$ cat src/design/tcg_pkg.sv
// Notes on behaviour
// - Direction bit 1 makes a dedicated pin a driven output, 0 a floating input.
// - Dedicated input pins are sampled once per fixed 16 ms cycle only.
// - The eight drive lines are always outputs, with no direction control.
// - Pin direction register reads 0 after reset: all dedicated pins are inputs.
// - PWM enable bit 1 toggles the pin at the shared duty level; reset 0.
// - PWM reaches a dedicated pin only while its direction bit is output.
// - Drive lines show their output level only outside measurement bursts.
// - PWM transitions are frozen during a measurement and resume between them.
// - Duty level 0-10 gives always on, 250-255 always off; reset 0.
// - Wake-enabled input pins are still sampled while sensing is asleep.
// - A wake-enabled input change in sleep raises the change notification.
// - Two consecutive bytes form the 16-bit key mask, key 0 at bit 0.
// - An empty common-change key mask forces the common-change flag to 1.
// - Key signals read as two bytes per key, low byte first, key order.
// - Key references read as two bytes per key, low byte first, key order.
// - The signal and reference area is read-only; writes change nothing.
// - Host reaches all setups over two-wire bus, single or block accesses.
// - Low-power value 0 means sleep; 1-255 sets interval in 16 ms; reset 1.
// - Output pins follow their drive-level bit, high for 1; reset 0.
// - An enabled PWM waveform overrides the pin's static drive-level bit.
package tcg_pkg;
   localparam logic [7:0] ADDR_LOW_POWER = 8'h0c;
   localparam logic [7:0] ADDR_DRIVE_LINES = 8'h46;
   localparam logic [7:0] ADDR_DRIVE_PINS = 8'h47;
   localparam logic [7:0] ADDR_PIN_LEVEL = 8'h48;
   localparam logic [7:0] ADDR_PIN_DIR = 8'h49;
   localparam logic [7:0] ADDR_LINE_PWM = 8'h4a;
   localparam logic [7:0] ADDR_PIN_PWM = 8'h4b;
   localparam logic [7:0] ADDR_PWM_LEVEL = 8'h4c;
   localparam logic [7:0] ADDR_WAKE = 8'h4d;
   localparam logic [7:0] ADDR_CC_MASK_LO = 8'h4e;
   localparam logic [7:0] ADDR_CC_MASK_HI = 8'h4f;
   localparam logic [7:0] ADDR_SIGNAL_FIRST = 8'h64;
   localparam logic [7:0] ADDR_SIGNAL_LAST = 8'h83;
   localparam logic [7:0] ADDR_REF_FIRST = 8'h84;
   localparam logic [7:0] ADDR_REF_LAST = 8'ha3;
   // Dedicated pins sit in bits 4:2 of their bytes
   localparam int PIN_LSB = 2;
   localparam logic [7:0] PIN_BITS = 8'h1c;
   localparam logic [7:0] RST_LOW_POWER = 8'h01;
   localparam logic [7:0] RST_ZERO = 8'h00;
   localparam logic [7:0] DUTY_FULL_ON_MAX = 8'h0a;
   localparam logic [7:0] DUTY_FULL_OFF_MIN = 8'hfa;
   // Slave address is arbitrary
   localparam logic [6:0] DEV_ADDR_DEFAULT = 7'h2a;
   localparam int unsigned CLK_PERIOD_NS = 50;
   localparam int unsigned INPUT_SAMPLE_MS = 16;
   localparam int unsigned INPUT_SAMPLE_CYCLES =
      INPUT_SAMPLE_MS * 1000000 / CLK_PERIOD_NS;
   localparam logic [3:0] BYTE_BITS = 4'h8;

   typedef struct packed {
      logic [15:0] signal;
      logic [15:0] reference;
   } tcg_key_s;

   typedef struct packed {
      logic [2:0] level;
      logic [2:0] enable;
   } tcg_pin_drv_s;

   typedef enum logic [8:0] {
      BUS_IDLE = 9'h001,
      BUS_DEV = 9'h002,
      BUS_DEV_ACK = 9'h004,
      BUS_PTR = 9'h008,
      BUS_PTR_ACK = 9'h010,
      BUS_WR = 9'h020,
      BUS_WR_ACK = 9'h040,
      BUS_RD = 9'h080,
      BUS_RD_ACK = 9'h100
   } tcg_bus_e;
endpackage

$ cat src/design/tcg_gpio_pwm_wake.sv
`timescale 1ns/10ps
module tcg_gpio_pwm_wake
   import tcg_pkg::*;
#(
   parameter int unsigned SAMPLE_CYCLES = INPUT_SAMPLE_CYCLES,
   parameter logic [6:0] DEV_ADDR = DEV_ADDR_DEFAULT
) (
   // Clock and reset
   input wire logic clk_sys_in,
   input wire logic rst_n_in,
   // Two-wire slave pins
   input wire logic scl_in,
   input wire logic sda_in,
   output logic sda_out,
   output logic sda_oe_out,
   // Dedicated pins
   input wire logic [2:0] pin_in,
   output tcg_pin_drv_s pin_drv_out,
   // Shared drive lines and acquisition
   input wire logic measure_active_in,
   input wire logic [7:0] burst_pulse_in,
   output logic [7:0] drive_line_out,
   // Key data and common change
   input tcg_key_s [15:0] key_data_in,
   input wire logic cc_compare_in,
   output logic [15:0] cc_mask_out,
   output logic common_change_flag_out,
   // Sleep control and notification
   output logic [7:0] low_power_interval_out,
   output logic sleep_out,
   output logic change_pulse_out
);
   logic [7:0] low_power_interval_ff;
   logic [7:0] drive_lines_ff;
   logic [7:0] drive_pins_ff;
   logic [7:0] pin_direction_ff;
   logic [7:0] shared_line_pwm_enable_ff;
   logic [7:0] dedicated_pin_pwm_enable_ff;
   logic [7:0] pwm_duty_level_ff;
   logic [7:0] input_wake_enable_ff;
   logic [15:0] cc_mask_ff;
   logic [2:0] pin_meta_ff;
   logic [2:0] pin_sync_ff;
   logic [2:0] pin_level_ff;
   logic [18:0] sample_cnt_ff;
   logic sample_tick;
   logic [7:0] pwm_cnt_ff;
   logic pwm_wave_ff;
   logic [7:0] drive_line_ff;
   tcg_pin_drv_s pin_drv_ff;
   logic cc_flag_ff;
   logic change_ff;
   logic sleep_ff;
   logic scl_meta_ff;
   logic scl_sync_ff;
   logic scl_prev_ff;
   logic sda_meta_ff;
   logic sda_sync_ff;
   logic sda_prev_ff;
   logic scl_rise;
   logic scl_fall;
   logic bus_start;
   logic bus_stop;
   tcg_bus_e state_ff;
   logic [3:0] bit_cnt_ff;
   logic [7:0] shift_ff;
   logic [7:0] ptr_ff;
   logic read_dir_ff;
   logic nack_ff;
   logic sda_oe_ff;
   logic wr_stb;
   logic [7:0] rd_data;
   logic [7:0] key_off;
   logic [2:0] pin_drive;
   logic [2:0] pin_pwm;
   logic [2:0] changed;

   // Pin and bus synchronisers
   always_ff @(posedge clk_sys_in or negedge rst_n_in) begin
      if (!rst_n_in) begin
         pin_meta_ff <= 3'h0;
         pin_sync_ff <= 3'h0;
         scl_meta_ff <= 1'b1;
         scl_sync_ff <= 1'b1;
         scl_prev_ff <= 1'b1;
         sda_meta_ff <= 1'b1;
         sda_sync_ff <= 1'b1;
         sda_prev_ff <= 1'b1;
      end else begin
         pin_meta_ff <= pin_in;
         pin_sync_ff <= pin_meta_ff;
         scl_meta_ff <= scl_in;
         scl_sync_ff <= scl_meta_ff;
         scl_prev_ff <= scl_sync_ff;
         sda_meta_ff <= sda_in;
         sda_sync_ff <= sda_meta_ff;
         sda_prev_ff <= sda_sync_ff;
      end
   end

   assign scl_rise = scl_sync_ff & ~scl_prev_ff;
   assign scl_fall = ~scl_sync_ff & scl_prev_ff;
   assign bus_start = scl_sync_ff & scl_prev_ff & ~sda_sync_ff & sda_prev_ff;
   assign bus_stop = scl_sync_ff & scl_prev_ff & sda_sync_ff & ~sda_prev_ff;

   // Byte-wide slave with auto-incrementing pointer for block accesses
   always_ff @(posedge clk_sys_in or negedge rst_n_in) begin
      if (!rst_n_in) begin
         state_ff <= BUS_IDLE;
         bit_cnt_ff <= 4'h0;
         shift_ff <= 8'h00;
         ptr_ff <= 8'h00;
         read_dir_ff <= 1'b0;
         nack_ff <= 1'b0;
      end else if (bus_stop) begin
         state_ff <= BUS_IDLE;
      end else if (bus_start) begin
         state_ff <= BUS_DEV;
         bit_cnt_ff <= 4'h0;
      end else if (scl_rise) begin
         case (state_ff)
            BUS_DEV, BUS_PTR, BUS_WR: begin
               shift_ff <= {shift_ff[6:0], sda_sync_ff};
               bit_cnt_ff <= bit_cnt_ff + 4'h1;
            end
            BUS_RD: bit_cnt_ff <= bit_cnt_ff + 4'h1;
            BUS_RD_ACK: nack_ff <= sda_sync_ff;
            default: ;
         endcase
      end else if (scl_fall) begin
         case (state_ff)
            BUS_DEV: begin
               if (bit_cnt_ff == BYTE_BITS) begin
                  bit_cnt_ff <= 4'h0;
                  read_dir_ff <= shift_ff[0];
                  state_ff <= (shift_ff[7:1] == DEV_ADDR) ?
                     BUS_DEV_ACK : BUS_IDLE;
               end
            end
            BUS_DEV_ACK: begin
               if (read_dir_ff) begin
                  shift_ff <= rd_data;
                  state_ff <= BUS_RD;
               end else begin
                  state_ff <= BUS_PTR;
               end
            end
            BUS_PTR: begin
               if (bit_cnt_ff == BYTE_BITS) begin
                  bit_cnt_ff <= 4'h0;
                  ptr_ff <= shift_ff;
                  state_ff <= BUS_PTR_ACK;
               end
            end
            BUS_WR: begin
               if (bit_cnt_ff == BYTE_BITS) begin
                  bit_cnt_ff <= 4'h0;
                  ptr_ff <= ptr_ff + 8'h01;
                  state_ff <= BUS_WR_ACK;
               end
            end
            BUS_PTR_ACK, BUS_WR_ACK: state_ff <= BUS_WR;
            BUS_RD: begin
               if (bit_cnt_ff == BYTE_BITS) begin
                  bit_cnt_ff <= 4'h0;
                  ptr_ff <= ptr_ff + 8'h01;
                  state_ff <= BUS_RD_ACK;
               end else begin
                  shift_ff <= {shift_ff[6:0], 1'b0};
               end
            end
            BUS_RD_ACK: begin
               if (nack_ff) begin
                  state_ff <= BUS_IDLE;
               end else begin
                  shift_ff <= rd_data;
                  state_ff <= BUS_RD;
               end
            end
            default: state_ff <= BUS_IDLE;
         endcase
      end
   end

   // Open drain: only ever pulls low, for acknowledge bits and for read bits that are 0
   always_ff @(posedge clk_sys_in or negedge rst_n_in) begin
      if (!rst_n_in) begin
         sda_oe_ff <= 1'b0;
      end else begin
         sda_oe_ff <= (state_ff == BUS_DEV_ACK) | (state_ff == BUS_PTR_ACK) |
            (state_ff == BUS_WR_ACK) | ((state_ff == BUS_RD) & ~shift_ff[7]);
      end
   end

   assign wr_stb = scl_fall & (state_ff == BUS_WR) & (bit_cnt_ff == BYTE_BITS)
      & ~bus_stop & ~bus_start;

   // Read mux; key area is two bytes per key, low byte first
   always_comb begin
      rd_data = 8'h00;
      key_off = 8'h00;
      case (ptr_ff)
         ADDR_LOW_POWER: rd_data = low_power_interval_ff;
         ADDR_DRIVE_LINES: rd_data = drive_lines_ff;
         ADDR_DRIVE_PINS: rd_data = drive_pins_ff;
         ADDR_PIN_LEVEL: rd_data = {3'h0, pin_level_ff, 2'h0};
         ADDR_PIN_DIR: rd_data = pin_direction_ff;
         ADDR_LINE_PWM: rd_data = shared_line_pwm_enable_ff;
         ADDR_PIN_PWM: rd_data = dedicated_pin_pwm_enable_ff;
         ADDR_PWM_LEVEL: rd_data = pwm_duty_level_ff;
         ADDR_WAKE: rd_data = input_wake_enable_ff;
         ADDR_CC_MASK_LO: rd_data = cc_mask_ff[7:0];
         ADDR_CC_MASK_HI: rd_data = cc_mask_ff[15:8];
         default: begin
            if (ptr_ff >= ADDR_SIGNAL_FIRST && ptr_ff <= ADDR_SIGNAL_LAST) begin
               key_off = ptr_ff - ADDR_SIGNAL_FIRST;
               rd_data = key_off[0] ?
                  key_data_in[key_off[4:1]].signal[15:8] :
                  key_data_in[key_off[4:1]].signal[7:0];
            end else if (ptr_ff >= ADDR_REF_FIRST &&
                         ptr_ff <= ADDR_REF_LAST) begin
               key_off = ptr_ff - ADDR_REF_FIRST;
               rd_data = key_off[0] ?
                  key_data_in[key_off[4:1]].reference[15:8] :
                  key_data_in[key_off[4:1]].reference[7:0];
            end
         end
      endcase
   end

   // Setup registers; writes to the key area fall through untouched
   always_ff @(posedge clk_sys_in or negedge rst_n_in) begin
      if (!rst_n_in) begin
         low_power_interval_ff <= RST_LOW_POWER;
         drive_lines_ff <= RST_ZERO;
         drive_pins_ff <= RST_ZERO;
         pin_direction_ff <= RST_ZERO;
         shared_line_pwm_enable_ff <= RST_ZERO;
         dedicated_pin_pwm_enable_ff <= RST_ZERO;
         pwm_duty_level_ff <= RST_ZERO;
         input_wake_enable_ff <= RST_ZERO;
         cc_mask_ff <= {RST_ZERO, RST_ZERO};
         sleep_ff <= 1'b0;
      end else if (wr_stb) begin
         case (ptr_ff)
            // Sleep decoded at the write so the output leaves a flop
            ADDR_LOW_POWER: begin
               low_power_interval_ff <= shift_ff;
               sleep_ff <= (shift_ff == 8'h00);
            end
            ADDR_DRIVE_LINES: drive_lines_ff <= shift_ff;
            ADDR_DRIVE_PINS: drive_pins_ff <= shift_ff & PIN_BITS;
            ADDR_PIN_DIR: pin_direction_ff <= shift_ff & PIN_BITS;
            ADDR_LINE_PWM: shared_line_pwm_enable_ff <= shift_ff;
            ADDR_PIN_PWM: dedicated_pin_pwm_enable_ff <= shift_ff & PIN_BITS;
            ADDR_PWM_LEVEL: pwm_duty_level_ff <= shift_ff;
            ADDR_WAKE: input_wake_enable_ff <= shift_ff & PIN_BITS;
            ADDR_CC_MASK_LO: cc_mask_ff[7:0] <= shift_ff;
            ADDR_CC_MASK_HI: cc_mask_ff[15:8] <= shift_ff;
            default: ;
         endcase
      end
   end

   // Input sampling runs in sleep too, so wake needs no extra path
   assign sample_tick = (sample_cnt_ff == 19'(SAMPLE_CYCLES - 1));
   assign changed = (pin_sync_ff ^ pin_level_ff) &
      ~pin_direction_ff[PIN_LSB +: 3] & input_wake_enable_ff[PIN_LSB +: 3];

   always_ff @(posedge clk_sys_in or negedge rst_n_in) begin
      if (!rst_n_in) begin
         sample_cnt_ff <= 19'h00000;
         pin_level_ff <= 3'h0;
         change_ff <= 1'b0;
      end else begin
         sample_cnt_ff <= sample_tick ? 19'h00000 : sample_cnt_ff + 19'h00001;
         if (sample_tick) begin
            pin_level_ff <= pin_sync_ff;
         end
         change_ff <= sample_tick & sleep_ff & (|changed);
      end
   end

   // PWM counter free-runs; the compare result is held during bursts
   always_ff @(posedge clk_sys_in or negedge rst_n_in) begin
      if (!rst_n_in) begin
         pwm_cnt_ff <= 8'h00;
         pwm_wave_ff <= 1'b1;
      end else begin
         pwm_cnt_ff <= pwm_cnt_ff + 8'h01;
         if (!measure_active_in) begin
            if (pwm_duty_level_ff <= DUTY_FULL_ON_MAX) begin
               pwm_wave_ff <= 1'b1;
            end else if (pwm_duty_level_ff >= DUTY_FULL_OFF_MIN) begin
               pwm_wave_ff <= 1'b0;
            end else begin
               pwm_wave_ff <= pwm_cnt_ff >= pwm_duty_level_ff;
            end
         end
      end
   end

   assign pin_pwm = dedicated_pin_pwm_enable_ff[PIN_LSB +: 3] &
      pin_direction_ff[PIN_LSB +: 3];
   assign pin_drive = (pin_pwm & {3{pwm_wave_ff}}) |
      (~pin_pwm & drive_pins_ff[PIN_LSB +: 3]);

   // Pin drivers
   always_ff @(posedge clk_sys_in or negedge rst_n_in) begin
      if (!rst_n_in) begin
         drive_line_ff <= 8'h00;
         pin_drv_ff <= '0;
      end else begin
         pin_drv_ff.enable <= pin_direction_ff[PIN_LSB +: 3];
         pin_drv_ff.level <= pin_drive;
         if (measure_active_in) begin
            drive_line_ff <= burst_pulse_in;
         end else begin
            drive_line_ff <= (shared_line_pwm_enable_ff & {8{pwm_wave_ff}}) |
               (~shared_line_pwm_enable_ff & drive_lines_ff);
         end
      end
   end

   // Common change flag
   always_ff @(posedge clk_sys_in or negedge rst_n_in) begin
      if (!rst_n_in) begin
         cc_flag_ff <= 1'b1;
      end else begin
         cc_flag_ff <= (cc_mask_ff == 16'h0000) | cc_compare_in;
      end
   end

   assign sda_out = 1'b0;
   assign sda_oe_out = sda_oe_ff;
   assign pin_drv_out = pin_drv_ff;
   assign drive_line_out = drive_line_ff;
   assign cc_mask_out = cc_mask_ff;
   assign common_change_flag_out = cc_flag_ff;
   assign low_power_interval_out = low_power_interval_ff;
   assign sleep_out = sleep_ff;
   assign change_pulse_out = change_ff;
endmodule

$ cat config.mk
export PLATFORM = sky130hd
export DESIGN_NAME = tcg_gpio_pwm_wake
export DESIGN_NICKNAME = d
export VERILOG_FILES = /design/src/design/tcg_pkg.sv /design/src/design/tcg_gpio_pwm_wake.sv
export SDC_FILE = /design/constraint.sdc
export NUM_CORES = 1
export LEC_CHECK = 0
export BUFFER_PORTS_ARGS = -buffer_cell sky130_fd_sc_hd__buf_2
export CORE_AREA = 4 4 223 225
export CTS_CLUSTER_SIZE = 28
export DETAILED_ROUTE_END_ITERATION = 10
export DIE_AREA = 0 0 227 229
export HOLD_SLACK_MARGIN = 0.05
export PLACE_DENSITY = 0.5
export REMOVE_ABC_BUFFERS = 1
export SLEW_MARGIN = 20
export SYNTH_ARGS = -nofsm -noshare
export SYNTH_HDL_FRONTEND = slang
export SYNTH_SLANG_ARGS = --single-unit
$ cat constraint.sdc
create_clock -name clk_sys_in -period 4 [get_ports clk_sys_in]
set_clock_uncertainty 0.1 [all_clocks]
set_input_delay 1.2 -clock clk_sys_in [delete_from_list [all_inputs] [get_ports clk_sys_in]]
set_output_delay 1.2 -clock clk_sys_in [all_outputs]
set_load 0.05 [all_outputs]
==> flow_metrics.tcl, run 1 <==
set metrics [dict create \
    drive_gt1_share_pct 56.52 \
    coreArea_sq_mm 0.04755 \
    r2r_cells 9 \
    final_common_cell "buf_2" \
    seq_area_sq_mm 0.003824 \
    grt_pass1_vias 11290 \
    port_buffers 570 \
    max_slew_margin_pct 40.56 \
    regToRegEndpoint "shift_ff[5]" \
    cts_tree "yes" \
    maxCapViolations 0 \
    path_max_fanout 26 \
    rows 80 \
    die_area_sq_mm 0.05198 \
    gp_congestion 1.002 \
    crit_path_end "shift_ff[5]" \
    ys_types 69 \
    ir_worst_vdd_mv 0.3041 \
    drt-initial-drc-count 826 \
    pre_cts_slack_ps 443.0 \
    synth_edf_count 0 \
    setup_viol 0 \
    startpoint "ptr_ff[1]" \
    syn_to_final_growth_pct 36.25 \
    slew_viol_final 0 \
    holdWs_ps 262.1 \
    fin_setup_tns_ps 0 \
    final_cell_mix "569 x buf_2, 155 x mux4_2, 140 x dfrtp_1, 70 x nand2_1, 43 x mux2_2" \
    critical-path-max-stage-delay_ps 740 \
    synthArstFlopShare_pct 100.0 \
    worstSkewPairLatency_ps 440 \
    num_vias 11032 \
    endpoint_kind "flip-flop" \
    postCtsSetupRepairBufs 0 \
    ant_nets 0 \
    status "finished clean" \
    ios 572 \
    hold_path.class "flip-flop to flip-flop" \
    cp-start-kind "flip-flop" \
    grt_setup_unrepaired "no" \
    cts_sinks 152 \
    cts-root-buf "clkbuf_16" \
    cp.arrival_ps 3650 \
    avgViaCountPerCell 5.174 \
    synth_flop_cell "dfrtp_1" \
    grt_antenna_before_repair 46 \
    fin_nets 2044 \
    synth_top_area_share_pct 30.57 \
    wl_per_cell_um 28.84 \
    power_mw 4.423 \
    syn_area_per_cell_sq_um 12.26 \
    grt_pass1_wl_um 84770 \
    final.min_clock_period_ps 3454 \
    layout_setup_ws_ps 545.6 \
    gr-total-overflow 0 \
    nFillCells 4874 \
    die_h_um 229 \
    holdBufCountCts 0 \
    netlist_instances 948 \
    post-route-period-util_pct 86.36 \
    r2r_slack_ps 550 \
    synth-seq-cells 152 \
    grt_max_degree 89 \
    drt-pass1-iter-count 7 \
    ys_warn_count 0 \
    cts-htree-levels 4 \
    cts_resized 0 \
    clkTransAtPathRegs_ps 80 \
    cts_buffers 17 \
    synth_top_area_cell "dfrtp_1" \
    hold_violations 0 \
    postRouteWirelength_um 61480 \
    reg2reg_from "ptr_ff[1]" \
    initial_core_util_pct 24.44 \
    ys_seq_area_share_pct 32.83 \
    p_leak_nw 7.223 \
    ys_top_cells_by_area "dfrtp_1 31%, mux4_2 30%, mux2_2 4.2%" \
    drc 0 \
    required_ps 4190 \
    worstMarginPinSlew_ps 888.3 \
    crit_top_cell "and2_1" \
    p_per_area_mw_per_mm2 279.3 \
    grt_usage_pct 22.98 \
    multi_input_area_sq_mm 0.007371 \
    cts.path.max_buffers 2 \
    critPathKind "flip-flop to flip-flop" \
    syn-cell-area_sq_mm 0.01162 \
    slowest_stage "a2111oi_0" \
    dieWidth_um 227 \
    hpwlAfterDp_um 52810 \
    crit_chain "ha_1 -> and2_1 -> and2_1 -> o2bb2ai_1 -> a2111oi_0 -> buf_4 -> a21oi_1 -> mux2i_1 -> a31oi_1" \
    fmax_ghz 0.2895 \
]
[power by group]
group	internal (mW)	switching, mW
registers	1.61	0.230
clock network	0.842	0.765
logic	0.472	0.500
[worst min-delay path by stage]
stage / from / to / slack, ps / depth (start not counted)
6_report: scl_meta_ff / scl_sync_ff / 260 / 0
5_1_grt: scl_meta_ff / scl_sync_ff / 270 / 0
4_1_cts: scl_meta_ff / scl_sync_ff / 260 / 0
3_5_place_dp: pin_meta_ff[2] / pin_sync_ff[2] / 240 / 0
3_3_place_gp: pin_meta_ff[1] / pin_sync_ff[1] / 240 / 0
2_1_floorplan: pin_meta_ff[0] / pin_sync_ff[0] / 230 / 0
[per-layer routing]
layer / track usage [%] / part of all wire [%] / vias to the layer above
met4: 4.936 / 1.3 / 26
met5: 0 / 0.25 / -
met1: 31.71 / 43 / 5590
met3: 5.609 / 7.8 / 71
met2: 36.85 / 48 / 483
li1: - / - / 4862
[cell families (layout without fill, tap and decap cells)]
logic type | after synthesis | after routing | synth area share, %
multiplexers | 252 | 252 | 39.09
AND/OR/NAND/NOR | 233 | 233 | 10.31
flip-flops | 152 | 152 | 32.83
AO/OA/AOI/OAI | 151 | 151 | 8.806
buffers and inverters | 103 | 659 | 3.929
XOR/XNOR | 32 | 32 | 2.411
adder cells (fa/ha/maj) | 24 | 24 | 2.584
other | 1 | 14 | 0.03227
[through the flow]
step | cells | utilization (%) | instance area, sq um
2_1_floorplan | 872 | - | 11270
3_3_place_gp | 2087 | 31.97 | 15200
3_5_place_dp | 2087 | 31.97 | 15200
4_1_cts | 2119 | 33.24 | 15800
5_1_grt | 2130 | 33.29 | 15830
6_report | 2132 | 33.31 | 15840
[worst max-delay path: cells and delay by family (launching register included)]
family                   cells  cell delay [ps]
AO/OA/AOI/OAI                4             1080
flip-flops                   1              680
AND/OR/NAND/NOR              2              580
adder cells (fa/ha/maj)      1              420
buffers and inverters        1              220
multiplexers                 1              220
[cell type report]
| class | instances | area share, % |
|---|---|---|
| tap | 615 | 4.859 |
| clock inverter | 15 | 1.122 |
| antenna | 13 | 0.2054 |
| multi-input combinational | 693 | 46.55 |
| inverter | 27 | 0.6400 |
| timing repair buffer | 600 | 19.79 |
| clock buffer | 17 | 2.686 |
| sequential | 152 | 24.15 |
[synth_stat cells, types with 6 or more instances]
cell type and number:
mux4_2 155, dfrtp_1 142, nand2_1 70, clkbuf_1 44
mux2_2 43, nor2_1 41, mux2i_1 32, inv_1 27
a21oi_1 25, ha_1 24, mux2_1 22, o21ai_0 21
buf_2 20, nand3_1 20, xnor2_1 19, a22oi_1 18
o21ai_1 16, a31oi_1 14, nor4_1 14, xor2_1 13
nor3_1 12, and3_1 11, nand2b_1 11, dfstp_2 10
nand4_1 10, nor2b_1 9, and2_1 7, a211oi_1 6
a222oi_1 6, buf_4 6
[sequential cells by signal, summed over array words and instances (netlist names), 8 cells and up]
register,count
drive_lines_ff,8
pwm_cnt_ff,8
shift_ff,8
cc_mask_out,16
sample_cnt_ff,19
drive_line_out,8
ptr_ff,8
pwm_duty_level_ff,8
state_ff,9
low_power_interval_out,8
shared_line_pwm_enable_ff,8
Power figures use the tool's default switching activity.
==> inputs of run 2 (changes only) <==
MAX_ROUTING_LAYER = met4   (was default)
==> run 2 against run 1 <==
  * Clock power about the same
  * Critical endpoint is now shift_ff[6]
  * Flip-flop and latch count unchanged
  * Maximum frequency down 0.60%
  * Power up 0.73%
  * Sequential share of layout area about the same
==> flow_metrics.tcl, run 2 (synthesis results as in run 1) <==
set metrics [dict create \
    hold_violations 0 \
    postRouteWirelength_um 62360 \
    multi_input_area_sq_mm 0.007371 \
    avgViaCountPerCell 5.196 \
    slew_viol_final 0 \
    fin_util_pct 33.29 \
    status "finished clean" \
    final_common_cell "buf_2" \
    cts_resized 0 \
    drc 0 \
    wl_per_cell_um 29.25 \
    p_leak_nw 7.202 \
    die_area_sq_mm 0.05198 \
    nFillCells 4817 \
    placed_cells 2081 \
    gr-total-overflow 0 \
    setup_viol 0 \
    cp.arrival_ps 3670 \
    clkTransAtPathRegs_ps 80 \
    drive_gt1_share_pct 56.34 \
    post-route-period-util_pct 86.88 \
    top_register "sample_cnt_ff" \
    cts-htree-levels 4 \
    cts_tree "yes" \
    dieWidth_um 227 \
    largest_register_ffs 19 \
    final.min_clock_period_ps 3475 \
    grt_pass1_vias 11550 \
    cts_buffers 17 \
    grt_antenna_before_repair 45 \
    holdBufCountCts 0 \
    num_vias 11077 \
    grt_pass1_wl_um 86980 \
    die_h_um 229 \
    cts_sinks 152 \
    seq_area_sq_mm 0.003824 \
    worstMarginPinSlew_ps 991.2 \
    worstSkewPairLatency_ps 430 \
    drt-initial-drc-count 969 \
    holdWs_ps 258.1 \
    p_per_area_mw_per_mm2 281.5 \
    endpoint_kind "flip-flop" \
    r2r_slack_ps 520 \
    cts.path.max_buffers 2 \
    hold_path.class "flip-flop to flip-flop" \
    gp_congestion 0.9922 \
    syn_to_final_growth_pct 36.19 \
    coreArea_sq_mm 0.04755 \
    ir_worst_vdd_mv 0.2765 \
    critPathKind "flip-flop to flip-flop" \
    grt_setup_unrepaired "no" \
    postCtsSetupRepairBufs 0 \
    grt_max_degree 71 \
    cp-start-kind "flip-flop" \
    hpwlAfterDp_um 53290 \
    drt-pass1-iter-count 5 \
    required_ps 4190 \
    fmax_ghz 0.2878 \
    rows 80 \
    path_max_fanout 23 \
    fin_nets 2038 \
    ios 572 \
    final_cell_mix "569 x buf_2, 155 x mux4_2, 140 x dfrtp_1, 70 x nand2_1, 43 x mux2_2" \
    fin_area_sq_mm 0.01583 \
    final_cells 2132 \
    ant_nets 0 \
    max_slew_margin_pct 33.68 \
    grt_usage_pct 24.08 \
    port_buffers 570 \
    place_area_sq_mm 0.01518 \
    cts-root-buf "clkbuf_16" \
    initial_core_util_pct 24.44 \
    maxCapViolations 0 \
]
run 2: cell types whose count changed in the layout (fill, tap and decap cells not counted):
| cell | change |
|---|---|
| buf_4 | -8 |
| diode_2 | +6 |
| buf_12 | +2 |
| inv_6 | +2 |
| clkinv_8 | -1 |
| clkinvlp_4 | -1 |
| inv_12 | +1 |
| inv_8 | -1 |
run 2: critical path: stages (launching register included):
cell       delay (ps)
dfrtp_4           690
inv_1             180
ha_1              320
nand2_1           100
nor4_1            210
buf_4             200
a21oi_1            60
buf_4             210
a2111oi_0         690
buf_4             230
a21oi_1            70
mux2i_1           210
a31oi_1            60
run 2: routing by layer:
metal	GRT usage [%]	share of wire [%]	up-vias	wire (um)
met5	-	0	-	0
met4	2.931	0.98	0	609
met3	3.304	5.8	47	3629
met2	39.02	49	477	30460
met1	33.38	44	5681	27660
li1	-	-	4872	-
run 2: report_power, final:
part | switching [mW] | internal [mW]
Combinational | 0.511 | 0.473
Sequential | 0.226 | 1.61
Clock | 0.786 | 0.847
run 2: final timing paths:
check / start / endpoint / cells after the start
worst max-delay path: ptr_ff[1] / shift_ff[6] / 12
worst max register to register: ptr_ff[1] / shift_ff[6] / 12
max in group asynchronous: rst_n_in / pwm_wave_ff / 2
worst min register to register: scl_meta_ff / scl_sync_ff / 0
worst min-delay path: scl_meta_ff / scl_sync_ff / 0
min in group asynchronous: rst_n_in / sample_cnt_ff[11] / 1
run 2: area by class of cell:
type                    count  share of cell area (%)
diodes                     19                  0.3004
clock buffers              17                   2.688
clock inverters            15                   1.115
inverters                  27                  0.6403
multi-input cells         693                   46.57
flip-flops and latches    152                   24.16
well taps                 615                   4.861
repair buffers            594                   19.67
run 2: per-stage QoR:
stage	setup TNS, ps	power, mW	worst slack [ps]
2_1_floorplan	-207830	2.227	-4230
5_1_grt	0	4.668	228.3
4_1_cts	0	4.483	503.9
3_3_place_gp	0	2.844	377.5
3_5_place_dp	0	2.846	397.9
6_report	0	4.455	524.9
